**src/fes_map.vh**
```
// Constants and command codes for the flash erase/suspend/status host
`ifndef FES_MAP_VH
`define FES_MAP_VH
// Software register offsets
`define FES_REG_CTRL    4'h0
`define FES_REG_ADDR    4'h1
`define FES_REG_DATA    4'h2
`define FES_REG_STATUS  4'h3
`define FES_REG_RESULT  4'h4
// Operation codes written to CTRL[3:0]
`define FES_OP_CHIP_ERASE  4'h1
`define FES_OP_SECT_ERASE  4'h2
`define FES_OP_PROGRAM     4'h3
`define FES_OP_ERS_SUSP    4'h4
`define FES_OP_ERS_RES     4'h5
`define FES_OP_PRG_SUSP    4'h6
`define FES_OP_PRG_RES     4'h7
`define FES_OP_BLANK       4'h8
`define FES_OP_RESET       4'h9
`define FES_OP_READ        4'hA
// Flash command cycle values
`define FES_UNLK_A1  12'h555
`define FES_UNLK_A2  12'h2AA
`define FES_UNLK_D1  8'hAA
`define FES_UNLK_D2  8'h55
`define FES_CMD_CFG  8'h80
`define FES_CMD_CHIP 8'h10
`define FES_CMD_SECT 8'h30
`define FES_CMD_PROG 8'hA0
`define FES_CMD_ESUS 8'hB0
`define FES_CMD_ERES 8'h30
`define FES_CMD_PSUS 8'h51
`define FES_CMD_PRES 8'h50
`define FES_CMD_BLNK 8'h33
`define FES_CMD_RST  8'hF0
// Status bit positions
`define FES_BIT_DCB   7
`define FES_BIT_TGL   6
`define FES_BIT_TLF   5
`define FES_BIT_BAF   1
// Timing: bus cycle phase length and resume-to-suspend gap
`define FES_CLK_NS        40
`define FES_PH_NS         80
`define FES_PH_CYC        ((`FES_PH_NS + `FES_CLK_NS - 1) / `FES_CLK_NS)
`define FES_RESUME_NS     100000
`define FES_RESUME_CYC    ((`FES_RESUME_NS + `FES_CLK_NS - 1) / `FES_CLK_NS)
`endif

```
**src/fes_host.v**
```verilog
// Host controller sequencing erase, suspend and status polling on a flash
//
// The register addresses and the address-and-strobe port are this design's own decisions.
`timescale 1ns/1ps
`include "fes_map.vh"
module fes_host #(
  parameter RESUME_CYC = `FES_RESUME_CYC
) (
  input  wire        clock,
  input  wire        rst,
  input  wire [3:0]  reg_addr,
  input  wire [31:0] reg_wdata,
  input  wire        reg_wr,
  input  wire        reg_rd,
  output reg  [31:0] reg_rdata,
  output reg  [11:0] flash_addr,
  output reg  [7:0]  flash_dq_out,
  output reg         flash_dq_oe,
  input  wire [7:0]  flash_dq_in,
  output reg         flash_ce_n,
  output reg         flash_we_n,
  output reg         flash_oe_n,
  input  wire        ready_busy_pin
);
  localparam S_IDLE = 6'b000001;
  localparam S_WR   = 6'b000010;
  localparam S_RD   = 6'b000100;
  localparam S_NEXT = 6'b001000;
  localparam S_POLL = 6'b010000;
  localparam S_DONE = 6'b100000;

  reg [5:0]  state_ff;
  reg [3:0]  op_ff;
  reg [2:0]  step_ff;
  reg [1:0]  ph_ff;
  reg [11:0] addr_ff;
  reg [7:0]  data_ff;
  reg [7:0]  prev_ff;
  reg        have_prev_ff;
  reg        busy_ff;
  reg        done_ff;
  reg        timeout_ff;
  reg        abort_ff;
  reg        refused_ff;
  reg        esusp_ff;
  reg        psusp_ff;
  reg        chip_busy_ff;
  reg        need_chk_ff;
  reg [7:0]  last_ff;
  reg [22:0] gap_ff;
  reg        pend_ff;
  reg [3:0]  pend_op_ff;
  reg [2:0]  nsteps;
  reg [11:0] cyc_a;
  reg [7:0]  cyc_d;
  reg        polls;
  reg        ok;
  wire [7:0] dq_s;
  wire       rb_s;

  // Pins from the flash are asynchronous to our clock
  fes_sync #(.W(9)) u_sync (
    .clock (clock),
    .rst   (rst),
    .din   ({ready_busy_pin, flash_dq_in}),
    .dout  ({rb_s, dq_s})
  );

  // Number of write cycles for each operation
  always @* begin
    polls = 1'b1;
    case (op_ff)
      `FES_OP_CHIP_ERASE, `FES_OP_SECT_ERASE: nsteps = 3'd6;
      `FES_OP_PROGRAM: nsteps = 3'd4;
      `FES_OP_ERS_SUSP, `FES_OP_PRG_SUSP, `FES_OP_RESET: begin
        nsteps = 3'd1;
        polls  = 1'b0;
      end
      `FES_OP_READ: begin
        nsteps = 3'd0;
        polls  = 1'b0;
      end
      default: nsteps = 3'd1; // Resumes and blank
    endcase
  end

  // Address and data of the current write cycle
  always @* begin
    cyc_a = `FES_UNLK_A1;
    cyc_d = `FES_UNLK_D1;
    case (step_ff)
      3'd0: begin
        if (nsteps == 3'd1) begin
          cyc_a = (op_ff == `FES_OP_BLANK) ? `FES_UNLK_A1 : addr_ff;
          case (op_ff)
            `FES_OP_ERS_SUSP: cyc_d = `FES_CMD_ESUS;
            `FES_OP_ERS_RES:  cyc_d = `FES_CMD_ERES;
            `FES_OP_PRG_SUSP: cyc_d = `FES_CMD_PSUS;
            `FES_OP_PRG_RES:  cyc_d = `FES_CMD_PRES;
            `FES_OP_BLANK:    cyc_d = `FES_CMD_BLNK;
            default:          cyc_d = `FES_CMD_RST;
          endcase
        end
      end
      3'd1, 3'd4: begin
        cyc_a = `FES_UNLK_A2;
        cyc_d = `FES_UNLK_D2;
      end
      3'd2: cyc_d = (nsteps == 3'd4) ? `FES_CMD_PROG : `FES_CMD_CFG;
      3'd3: begin
        cyc_a = addr_ff;
        cyc_d = (nsteps == 3'd4) ? data_ff : `FES_UNLK_D1;
      end
      default: begin
        cyc_a = (op_ff == `FES_OP_CHIP_ERASE) ? `FES_UNLK_A1 : addr_ff;
        cyc_d = (op_ff == `FES_OP_CHIP_ERASE) ? `FES_CMD_CHIP
                                              : `FES_CMD_SECT;
      end
    endcase
  end

  // Legality of a new order against the flash state we track
  always @* begin
    case (reg_wdata[3:0])
      `FES_OP_CHIP_ERASE, `FES_OP_SECT_ERASE:
        ok = !busy_ff && !esusp_ff && !psusp_ff && !need_chk_ff;
      `FES_OP_PROGRAM: ok = !busy_ff && !psusp_ff;
      `FES_OP_ERS_SUSP:
        ok = busy_ff && !chip_busy_ff && !esusp_ff && gap_ff == 23'd0 &&
             (op_ff == `FES_OP_SECT_ERASE || op_ff == `FES_OP_ERS_RES);
      `FES_OP_PRG_SUSP:
        ok = busy_ff && !psusp_ff && gap_ff == 23'd0 &&
             (op_ff == `FES_OP_PROGRAM || op_ff == `FES_OP_PRG_RES);
      `FES_OP_ERS_RES: ok = esusp_ff && !busy_ff;
      `FES_OP_PRG_RES: ok = psusp_ff && !busy_ff;
      `FES_OP_BLANK: ok = !busy_ff && !esusp_ff && !psusp_ff;
      `FES_OP_RESET: ok = !busy_ff || timeout_ff;
      `FES_OP_READ: ok = !busy_ff;
      default: ok = 1'b0;
    endcase
    // Only a suspend may cut into a running poll; held pending if taken in S_RD, dropped if taken in S_POLL
    if (state_ff != S_IDLE)
      ok = ok && !pend_ff && (state_ff == S_RD || state_ff == S_POLL) &&
           (reg_wdata[3:0] == `FES_OP_ERS_SUSP ||
            reg_wdata[3:0] == `FES_OP_PRG_SUSP);
  end

  // Sequencer and register file
  always @(posedge clock) begin
    if (rst) begin
      state_ff <= S_IDLE;
      op_ff <= 4'h0;
      step_ff <= 3'd0;
      ph_ff <= 2'd0;
      addr_ff <= 12'h000;
      data_ff <= 8'h00;
      prev_ff <= 8'h00;
      have_prev_ff <= 1'b0;
      busy_ff <= 1'b0;
      done_ff <= 1'b0;
      timeout_ff <= 1'b0;
      abort_ff <= 1'b0;
      refused_ff <= 1'b0;
      esusp_ff <= 1'b0;
      psusp_ff <= 1'b0;
      chip_busy_ff <= 1'b0;
      need_chk_ff <= 1'b0;
      last_ff <= 8'h00;
      gap_ff <= 23'd0;
      pend_ff <= 1'b0;
      pend_op_ff <= 4'h0;
      reg_rdata <= 32'h0000_0000;
      flash_addr <= 12'h000;
      flash_dq_out <= 8'h00;
      flash_dq_oe <= 1'b0;
      flash_ce_n <= 1'b1;
      flash_we_n <= 1'b1;
      flash_oe_n <= 1'b1;
    end else begin
      if (gap_ff != 23'd0)
        gap_ff <= gap_ff - 23'd1;
      // Register reads, data one cycle later
      reg_rdata <= 32'h0000_0000;
      if (reg_rd) begin
        case (reg_addr)
          `FES_REG_ADDR: reg_rdata <= {20'h00000, addr_ff};
          `FES_REG_DATA: reg_rdata <= {24'h000000, data_ff};
          `FES_REG_STATUS: reg_rdata <= {22'h000000, need_chk_ff,
            psusp_ff, esusp_ff, refused_ff, abort_ff, timeout_ff,
            done_ff, busy_ff, state_ff == S_IDLE, 1'b0};
          `FES_REG_RESULT: reg_rdata <= {24'h000000, last_ff};
          default: reg_rdata <= 32'h0000_0000;
        endcase
      end
      if (reg_wr && reg_addr == `FES_REG_ADDR)
        addr_ff <= reg_wdata[11:0];
      if (reg_wr && reg_addr == `FES_REG_DATA)
        data_ff <= reg_wdata[7:0];
      if (reg_wr && reg_addr == `FES_REG_CTRL) begin
        refused_ff <= !ok;
        if (ok && state_ff != S_IDLE) begin
          pend_ff <= 1'b1;
          pend_op_ff <= reg_wdata[3:0];
        end
        if (ok && state_ff == S_IDLE) begin
          op_ff <= reg_wdata[3:0];
          step_ff <= 3'd0;
          ph_ff <= 2'd0;
          done_ff <= 1'b0;
          state_ff <= (reg_wdata[3:0] == `FES_OP_READ) ? S_RD : S_WR;
        end
      end
      // Software clear first, so an abort seen in the same cycle wins
      if (reg_wr && reg_addr == `FES_REG_STATUS && reg_wdata[5])
        abort_ff <= 1'b0;
      case (state_ff)
        S_IDLE: ;
        // Write cycle: drive address/data, pulse we_n low for one clock of three
        S_WR: begin
          flash_addr <= cyc_a;
          flash_dq_out <= cyc_d;
          flash_dq_oe <= 1'b1;
          flash_oe_n <= 1'b1;
          flash_ce_n <= 1'b0;
          ph_ff <= ph_ff + 2'd1;
          flash_we_n <= (ph_ff == 2'd0) ? 1'b0 : 1'b1;
          if (ph_ff == 2'd2) begin
            ph_ff <= 2'd0;
            flash_ce_n <= 1'b1;
            if (step_ff + 3'd1 >= nsteps) begin
              state_ff <= S_NEXT;
            end else begin
              step_ff <= step_ff + 3'd1;
            end
          end
        end
        // Command issued: update tracked flash state
        S_NEXT: begin
          flash_dq_oe <= 1'b0;
          have_prev_ff <= 1'b0;
          state_ff <= polls ? S_RD : S_DONE;
          case (op_ff)
            `FES_OP_CHIP_ERASE: begin
              busy_ff <= 1'b1; // no order but a reset after a time-out accepted until done
              chip_busy_ff <= 1'b1;
            end
            `FES_OP_SECT_ERASE, `FES_OP_PROGRAM, `FES_OP_BLANK:
              busy_ff <= 1'b1;
            `FES_OP_ERS_SUSP, `FES_OP_PRG_SUSP: state_ff <= S_RD;
            `FES_OP_ERS_RES: begin
              esusp_ff <= 1'b0;
              busy_ff <= 1'b1;
              gap_ff <= RESUME_CYC[22:0];
            end
            `FES_OP_PRG_RES: begin
              psusp_ff <= 1'b0;
              busy_ff <= 1'b1;
              gap_ff <= RESUME_CYC[22:0];
            end
            `FES_OP_RESET: begin
              busy_ff <= 1'b0;
              timeout_ff <= 1'b0;
              chip_busy_ff <= 1'b0;
            end
            default: ;
          endcase
        end
        // Status read at the operation address, or at FES_UNLK_A1 for chip erase and blank check
        S_RD: begin
          flash_addr <= (op_ff == `FES_OP_BLANK || op_ff == `FES_OP_CHIP_ERASE)
                        ? `FES_UNLK_A1 : addr_ff;
          flash_dq_oe <= 1'b0;
          flash_ce_n <= 1'b0;
          flash_oe_n <= 1'b0;
          ph_ff <= ph_ff + 2'd1;
          if (ph_ff == 2'd3) begin
            ph_ff <= 2'd0;
            flash_ce_n <= 1'b1;
            flash_oe_n <= 1'b1;
            state_ff <= (op_ff == `FES_OP_READ) ? S_DONE : S_POLL;
          end
        end
        // Toggle check: two reads that match mean finished
        S_POLL: begin
          prev_ff <= dq_s;
          have_prev_ff <= 1'b1;
          last_ff <= dq_s;
          state_ff <= S_RD;
          pend_ff <= 1'b0;
          // Pin must show ready too, so a stalled toggle is not taken as done
          if (have_prev_ff && rb_s &&
              prev_ff[`FES_BIT_TGL] == dq_s[`FES_BIT_TGL]) begin
            state_ff <= S_DONE;
            need_chk_ff <= 1'b0;
            busy_ff <= 1'b0;
            chip_busy_ff <= 1'b0;
            if (op_ff == `FES_OP_ERS_SUSP) begin
              esusp_ff <= 1'b1;
              need_chk_ff <= 1'b1;
            end
            if (op_ff == `FES_OP_PRG_SUSP) begin
              psusp_ff <= 1'b1;
              need_chk_ff <= 1'b1;
            end
          end else if (have_prev_ff && dq_s[`FES_BIT_TLF] &&
                       prev_ff[`FES_BIT_TLF]) begin
            // Flag seen twice with toggling still: failed, reset needed
            timeout_ff <= 1'b1;
            state_ff <= S_DONE;
          end else if (pend_ff) begin
            // Still running: now send the suspend that was ordered
            op_ff <= pend_op_ff;
            step_ff <= 3'd0;
            ph_ff <= 2'd0;
            state_ff <= S_WR;
          end
          if (dq_s[`FES_BIT_BAF] && op_ff == `FES_OP_PROGRAM) begin
            abort_ff <= 1'b1;
            busy_ff <= 1'b0;
            state_ff <= S_DONE;
          end
        end
        S_DONE: begin
          done_ff <= 1'b1;
          state_ff <= S_IDLE;
          if (op_ff == `FES_OP_READ)
            last_ff <= dq_s;
        end
        default: state_ff <= S_IDLE;
      endcase
    end
  end
endmodule // fes_host

```
**src/fes_sync.v**
```verilog
// Two-stage synchroniser for flash pins entering the clock domain
`timescale 1ns/1ps
module fes_sync #(
  parameter W = 1
) (
  input  wire         clock,
  input  wire         rst,
  input  wire [W-1:0] din,
  output reg  [W-1:0] dout
);
  reg [W-1:0] meta_ff;

  // First stage feeds only the second stage
  always @(posedge clock) begin
    if (rst) begin
      meta_ff <= {W{1'b0}};
      dout    <= {W{1'b0}};
    end else begin
      meta_ff <= din;
      dout    <= meta_ff;
    end
  end
endmodule // fes_sync

```
**config.mk**
```make
export PLATFORM = sky130hd
export DESIGN_NAME = fes_host
export DESIGN_NICKNAME = d
export VERILOG_FILES = /design/src/fes_host.v /design/src/fes_sync.v
export VERILOG_INCLUDE_DIRS = /design/src /design/src/src
export SDC_FILE = /design/constraint.sdc
export NUM_CORES = 1
export LEC_CHECK = 0
export BUFFER_PORTS_ARGS = -buffer_cell sky130_fd_sc_hd__clkbuf_2
export CAP_MARGIN = 25
export CORE_MARGIN = 5
export CORE_UTILIZATION = 47
export CTS_CLUSTER_DIAMETER = 80
export DETAILED_ROUTE_END_ITERATION = 16
export PLACE_DENSITY_LB_ADDON = 0.1
export SLEW_MARGIN = 20
export SYNTH_ARGS = -nofsm -noshare
export SYNTH_HDL_FRONTEND = slang
export SYNTH_SLANG_ARGS = --single-unit
```
**constraint.sdc**
```tcl
create_clock -name clock -period 4 [get_ports clock]
set_input_delay 0.8 -clock clock [delete_from_list [all_inputs] [get_ports clock]]
set_output_delay 0.8 -clock clock [all_outputs]
set_load 0.01 [all_outputs]
```
Word level (Yosys, flattened, before mapping)
Index checks and enable logic that the tools add are counted.
{"block": "classes", "n_reduce_logical": 71, "eq_ne": 52, "bitwise_logic": 1, "addsub": 3, "muxes": 90, "n_lt_le_gt_ge": 1}
{"operator": "$pmux 12 s4", "n": 2}
{"operator": "$mux 6", "n": 13}
{"operator": "$mux 23", "n": 3}
{"operator": "$mux 12", "n": 4}
{"operator": "$pmux 8 s5", "n": 1}
{"operator": "$eq 4x3->1 const B", "n": 9}
{"operator": "$pmux 8 s4", "n": 1}
{"operator": "$pmux 6 s5", "n": 1}
{"operator": "$logic_and 1x1->1", "n": 28}
{"operator": "$mux 3", "n": 9}
{"operator": "$eq 4x2->1 const B", "n": 6}
{"operator": "$eq 4x4->1 const B", "n": 6}
{"operator": "$mux 4", "n": 6}
{"operator": "$mux 8", "n": 3}
{"operator": "$pmux 12 s2", "n": 1}
{"operator": "$logic_not 23->1", "n": 1}
{"operator": "$mux 1", "n": 23}
{"operator": "$reduce_bool 23->1", "n": 1}
{"operator": "$sub 23x1->23 const B", "n": 1}
{"operator": "$pmux 1 s2", "n": 11}
{"operator": "$pmux 8 s2", "n": 1}
{"operator": "$reduce_or 2->1", "n": 8}
{"operator": "$mux 2", "n": 7}
{"operator": "$eq 4x1->1 const B", "n": 3}
{"operator": "other kinds (35)", "n": 69}
{"block": "word_totals", "output_inout_bits": 56, "register_bits": 162}

Depth between registers and ports, before layout
{"block": "depth", "word_depth": 17, "mapped_depth": 10}

By module
A second synthesis with hierarchy kept.
{"block": "unflattened", "hier_cells": 759, "hier_area_um2": 6359.8}
{"mod": "fes_host", "area_per_inst_um2": 5870.6, "n_inst": 1, "seq_area_each_um2": 2382.3, "cells_per_inst": 722}
{"mod": "fes_sync", "area_per_inst_um2": 489.2, "n_inst": 1, "seq_area_each_um2": 360.3, "cells_per_inst": 37}

Worst setup path after synthesis
OpenSTA, ideal clock, no wires.
{"block": "synth_timing", "path_type": "input to register", "start": "in reg_wdata[0]", "end": "reg op_ff[1]", "required_time_ps": 3863, "stages": 7, "setup_slack_ps": 1438, "t_arrival_ps": 2424, "cell_sequence": "or4_1 -> a211oi_1 -> o2111ai_2 -> a211oi_2 -> buf_4 -> mux2i_1 -> a211oi_1"}
{"block": "synth_between", "elab_chain_len": 14, "word_cells_on_any_way": 24, "classes_between": "eq/ne: 10; mux: 8; reduce/logical: 6"}
{"item": "from (decl)", "line_no": "fes_host.v:12", "source": "input wire [31:0] reg_wdata,"}
{"item": "$eq 4x1->1 or $eq 4x2->1 (tied branches)", "line_no": "fes_host.v:124", "source": "case (reg_wdata[3:0])"}
{"item": "$reduce_or 2->1", "line_no": "fes_host.v:124"}
{"item": "$pmux 1 s9", "line_no": "fes_host.v:124"}
{"item": "$logic_and 1x1->1 (3 in series)", "line_no": "fes_host.v:143", "source": "ok = ok && !pend_ff && (state_ff == S_RD || state_ff == S_POLL) &&"}
{"item": "$mux 1 *", "line_no": "fes_host.v:142", "source": "if (state_ff != S_IDLE)"}
{"item": "$logic_and 1x1->1 *", "line_no": "fes_host.v:205", "source": "if (ok && state_ff == S_IDLE) begin"}
{"item": "$mux 4 *", "line_no": "fes_host.v:205"}
{"item": "$mux 4 *", "line_no": "fes_host.v:199", "source": "if (reg_wr && reg_addr == `FES_REG_CTRL) begin"}
{"item": "$mux 4", "line_no": "fes_host.v:310", "source": "end else if (pend_ff) begin"}
{"item": "$mux 4", "line_no": "fes_host.v:305", "source": "end else if (have_prev_ff && dq_s[`FES_BIT_TLF] &&"}
{"item": "$mux 4", "line_no": "fes_host.v:291", "source": "if (have_prev_ff && rb_s &&"}
{"item": "$mux 4 *", "line_no": "fes_host.v:216", "source": "case (state_ff)"}
{"item": "to (signal assigned)", "line_no": "fes_host.v:206", "source": "op_ff <= reg_wdata[3:0];"}
{"item": "to (signal assigned)", "line_no": "fes_host.v:312", "source": "op_ff <= pend_op_ff;"}
{"item": "to (decl)", "line_no": "fes_host.v:33", "source": "reg [3:0] op_ff;"}
Every way passes the cells marked *; elsewhere a longest branch is shown, timed or not.
A chain may end at the register's enable or synchronous reset.

Worst setup path in the final report
{"block": "layout_timing", "start": "reg op_ff[1]", "end": "reg pend_op_ff[1]"}
{"block": "layout_between", "elab_chain_len": 10, "word_cells_on_any_way": 15, "classes_between": "eq/ne: 4; mux: 2; reduce/logical: 9"}
{"item": "$eq 4x2->1 or $eq 4x3->1 (tied branches)"}
{"item": "$logic_or 1x1->1 (no line)"}
{"item": "$logic_and 1x1->1 (on tied branches)", "line_no": "fes_host.v:132, fes_host.v:129"}
{"item": "$pmux 1 s9 *", "line_no": "fes_host.v:124"}
{"item": "$logic_and 1x1->1 (3 in series)", "line_no": "fes_host.v:143"}
{"item": "$mux 1 *", "line_no": "fes_host.v:142"}
{"item": "$logic_and 1x1->1 *", "line_no": "fes_host.v:201", "source": "if (ok && state_ff != S_IDLE) begin"}
{"item": "$reduce_and 2->1 (no line) *"}
{"item": "to (signal assigned)", "line_no": "fes_host.v:203", "source": "pend_op_ff <= reg_wdata[3:0];"}
{"item": "to (decl)", "line_no": "fes_host.v:52", "source": "reg [3:0] pend_op_ff;"}
Marked as above.

==> results.py <==
metrics = {
    "clock_network": {
        "clkTransAtPathRegs_ns": 0.06,
        "cts_setup_buffers": 0,
        "cts_sinks": 137,
        "cts_repair_resize_count": 0,
        "h-tree-depth": 4,
        "clk_latency_ns": 0.42,
        "cts_root_buffer": "clkbuf_16",
        "clockBufferDepth": 2,
        "cts_hold_buf": 0,
        "cts_inserted_buffers": 17,
        "tritoncts": "done",
    },
    "yosys": {
        "yosysSeqAreaShare": 0.424,
        "ys_types": 60,
        "yosysTopAreaCellShare": 0.424,
        "synthTopCellsByArea": "dfxtp_1, nor2_1, nand2_1",
        "syn_area_per_cell_um2": 8.48,
        "post-synth-top-area-cell": "dfxtp_1",
        "async_flop_share": 0,
        "netlist_area_um2": 6470,
        "synth-edff-count": 0,
        "ys_ff_latch": 137,
        "yosys_warnings": 0,
        "synth_ff_type": "dfxtp_1",
        "syn_inst": 763,
    },
    "worst_setup_path": {
        "required_ns": 4.28,
        "crit_arrival_ns": 3.13,
        "start_kind": "flip-flop",
        "rr_startpoint": "op_ff[1]",
        "path_max_fanout": 21,
        "critPathKind": "flip-flop to flip-flop",
        "startpoint": "op_ff[1]",
        "endpoint_kind": "flip-flop",
    },
    "timing": {
        "min_period_ns": 2.85,
        "fin_crit_sh": 0.711,
        "fmax_mhz": 351,
        "tightest_slew_ns": 1.01,
        "setup_viol": 0,
        "slew-limit-headroom": 0.320,
        "finalSetupTns_ns": 0,
        "finalHoldViolations": 0,
        "finClkSkew_ns": 0.0136,
        "rsz0062_at_grt": "no",
        "slew_violations": 0,
    },
    "placement": {
        "dp_hpwl_um": 12300,
        "place_inst": 965,
        "place_congestion": 0.886,
        "port_buffers": 64,
    },
    "detailed_routing": {
        "wl_per_cell_um": 17.1,
        "wl_um": 17100,
        "drc": 0,
        "ant_nets": 0,
        "vias_per_cell": 5.72,
        "drtIter0Drc": 551,
        "vias": 5705,
        "firstDrtPassIters": 5,
    },
    "power": {
        "p_per_area_nw_per_um2": 494,
        "peakVddDrop_uv": 256,
        "leakagePower_uw": 0.00289,
    },
    "floorplan": {
        "die-area_um2": 16200,
        "core_region_area_um2": 13300,
        "rows": 42,
        "dieWidth_um": 127,
        "boundaryPins": 105,
        "initial_core_util": 0.485,
        "dieHeight_um": 127,
    },
    "layout": {
        "nets": 870,
        "final_cells": 997,
        "layout_common_cells": "dfxtp_1, nor2_1, nand2_1",
        "drive_gt1_frac": 0.136,
        "n_antenna_cell": 0,
        "mostFrequentLayoutCell": "dfxtp_1",
        "syn2layout_area_growth_pct": 14.3,
    },
    "worst_hold_path": {
        "hp-start": "u_sync.meta_ff[6]",
        "hp-class": "flip-flop to flip-flop",
    },
    "run_status": {
        "status": "complete, no violations",
    },
    "global_routing": {
        "grt_pass1_vias": 5309,
        "antenna_found_initial": 0,
        "grt_max_degree": 61,
        "grt_pass1_wl_um": 27700,
        "grt_util_met2": 0.337,
        "grt_util_met1": 0.293,
        "grt_use_total": 0.213,
        "gr-usage-met3": 0.0476,
        "top_usage_layer": "met2",
        "grt-ovfl-total": 0,
    },
    "flow_run": {
        "maxCapViolations": 0,
    },
}
[kinds of logic after synthesis]
family,after synthesis,share of synthesized area
AO/OA/AOI/OAI,173,0.175
flip-flops,137,0.424
other,1,0.000580
multiplexers,22,0.0340
AND/OR/NAND/NOR,317,0.254
adder cells (fa/ha/maj),13,0.0251
XOR/XNOR,23,0.0311
buffers and inverters,77,0.0569
[layout make-up]
| cell class | instances | area, µm² |
|---|---|---|
| clock buffer | 20 | 447 |
| clock inverter | 12 | 118 |
| fill | 1237 | 5960 |
| inverter | 12 | 45.0 |
| multi-input combinational | 568 | 3440 |
| sequential | 137 | 2740 |
| tap | 176 | 220 |
| timing repair buffer | 72 | 383 |
[per-stage QoR]
step	hold slack (ns)	util	total power (µW)	instance area, µm²	worst slack, ns
global placement	0.419	0.512	2160	6830	0.909
finish	0.433	0.554	3650	7390	1.15
CTS	0.435	0.554	3680	7390	1.14
global route	0.459	0.554	3840	7390	0.943
floorplan	0.414	-	2060	6540	1.44
detailed placement	0.420	0.512	2190	6830	0.889
[worst max-delay path, cell delays in order (launching register included)]
cell       delay (ns)
dfxtp_1          0.76
or3b_2           0.51
a211oi_1         0.29
o2111ai_2        0.20
a211oi_1         0.65
mux2i_1          0.25
nor2_1           0.05
[worst paths after layout]
kind	to	slack [ns]	cells after the start
hold / removal	u_sync.dout[6]	0.43	1
setup reg to reg	pend_op_ff[1]	1.15	6
setup / recovery	pend_op_ff[1]	1.15	6
hold reg to reg	u_sync.dout[6]	0.43	1
[Yosys cell counts, types with 15 or more instances]
cell type and number:
nor3_1 18, a211oi_1 20, nand2_1 76, o21ai_0 28
buf_4 21, a21oi_1 51, mux2i_1 22, xor2_1 16
nand3_1 15, nor2_1 85, dfxtp_1 137, nor2b_1 34
clkbuf_1 44
[flip-flops by register name (all words and copies together) (netlist names), 2 cells and up]
register,count
addr_ff,12
data_ff,8
flash_addr,12
flash_dq_out,8
gap_ff,23
last_ff,8
op_ff,4
pend_op_ff,4
ph_ff,2
prev_ff,2
reg_rdata,12
state_ff,6
step_ff,3
u_sync.dout,9
u_sync.meta_ff,9
[layer usage]
layer / part of all wire / vias to the layer above
met3: 0.067 / 23
li1: - / 2765
met2: 0.46 / 180
met5: 0 / -
met1: 0.46 / 2737
met4: 0.013 / 0
[power breakdown]
| group | leakage (µW) | internal [µW] | switching (µW) | total, µW |
|---|---|---|---|---|
| logic | 0.00152 | 249 | 388 | 637 |
| registers | 0.00111 | 1450 | 79.7 | 1530 |
| clock network | 0.000264 | 878 | 611 | 1490 |
(Power assumes the default switching activity.)
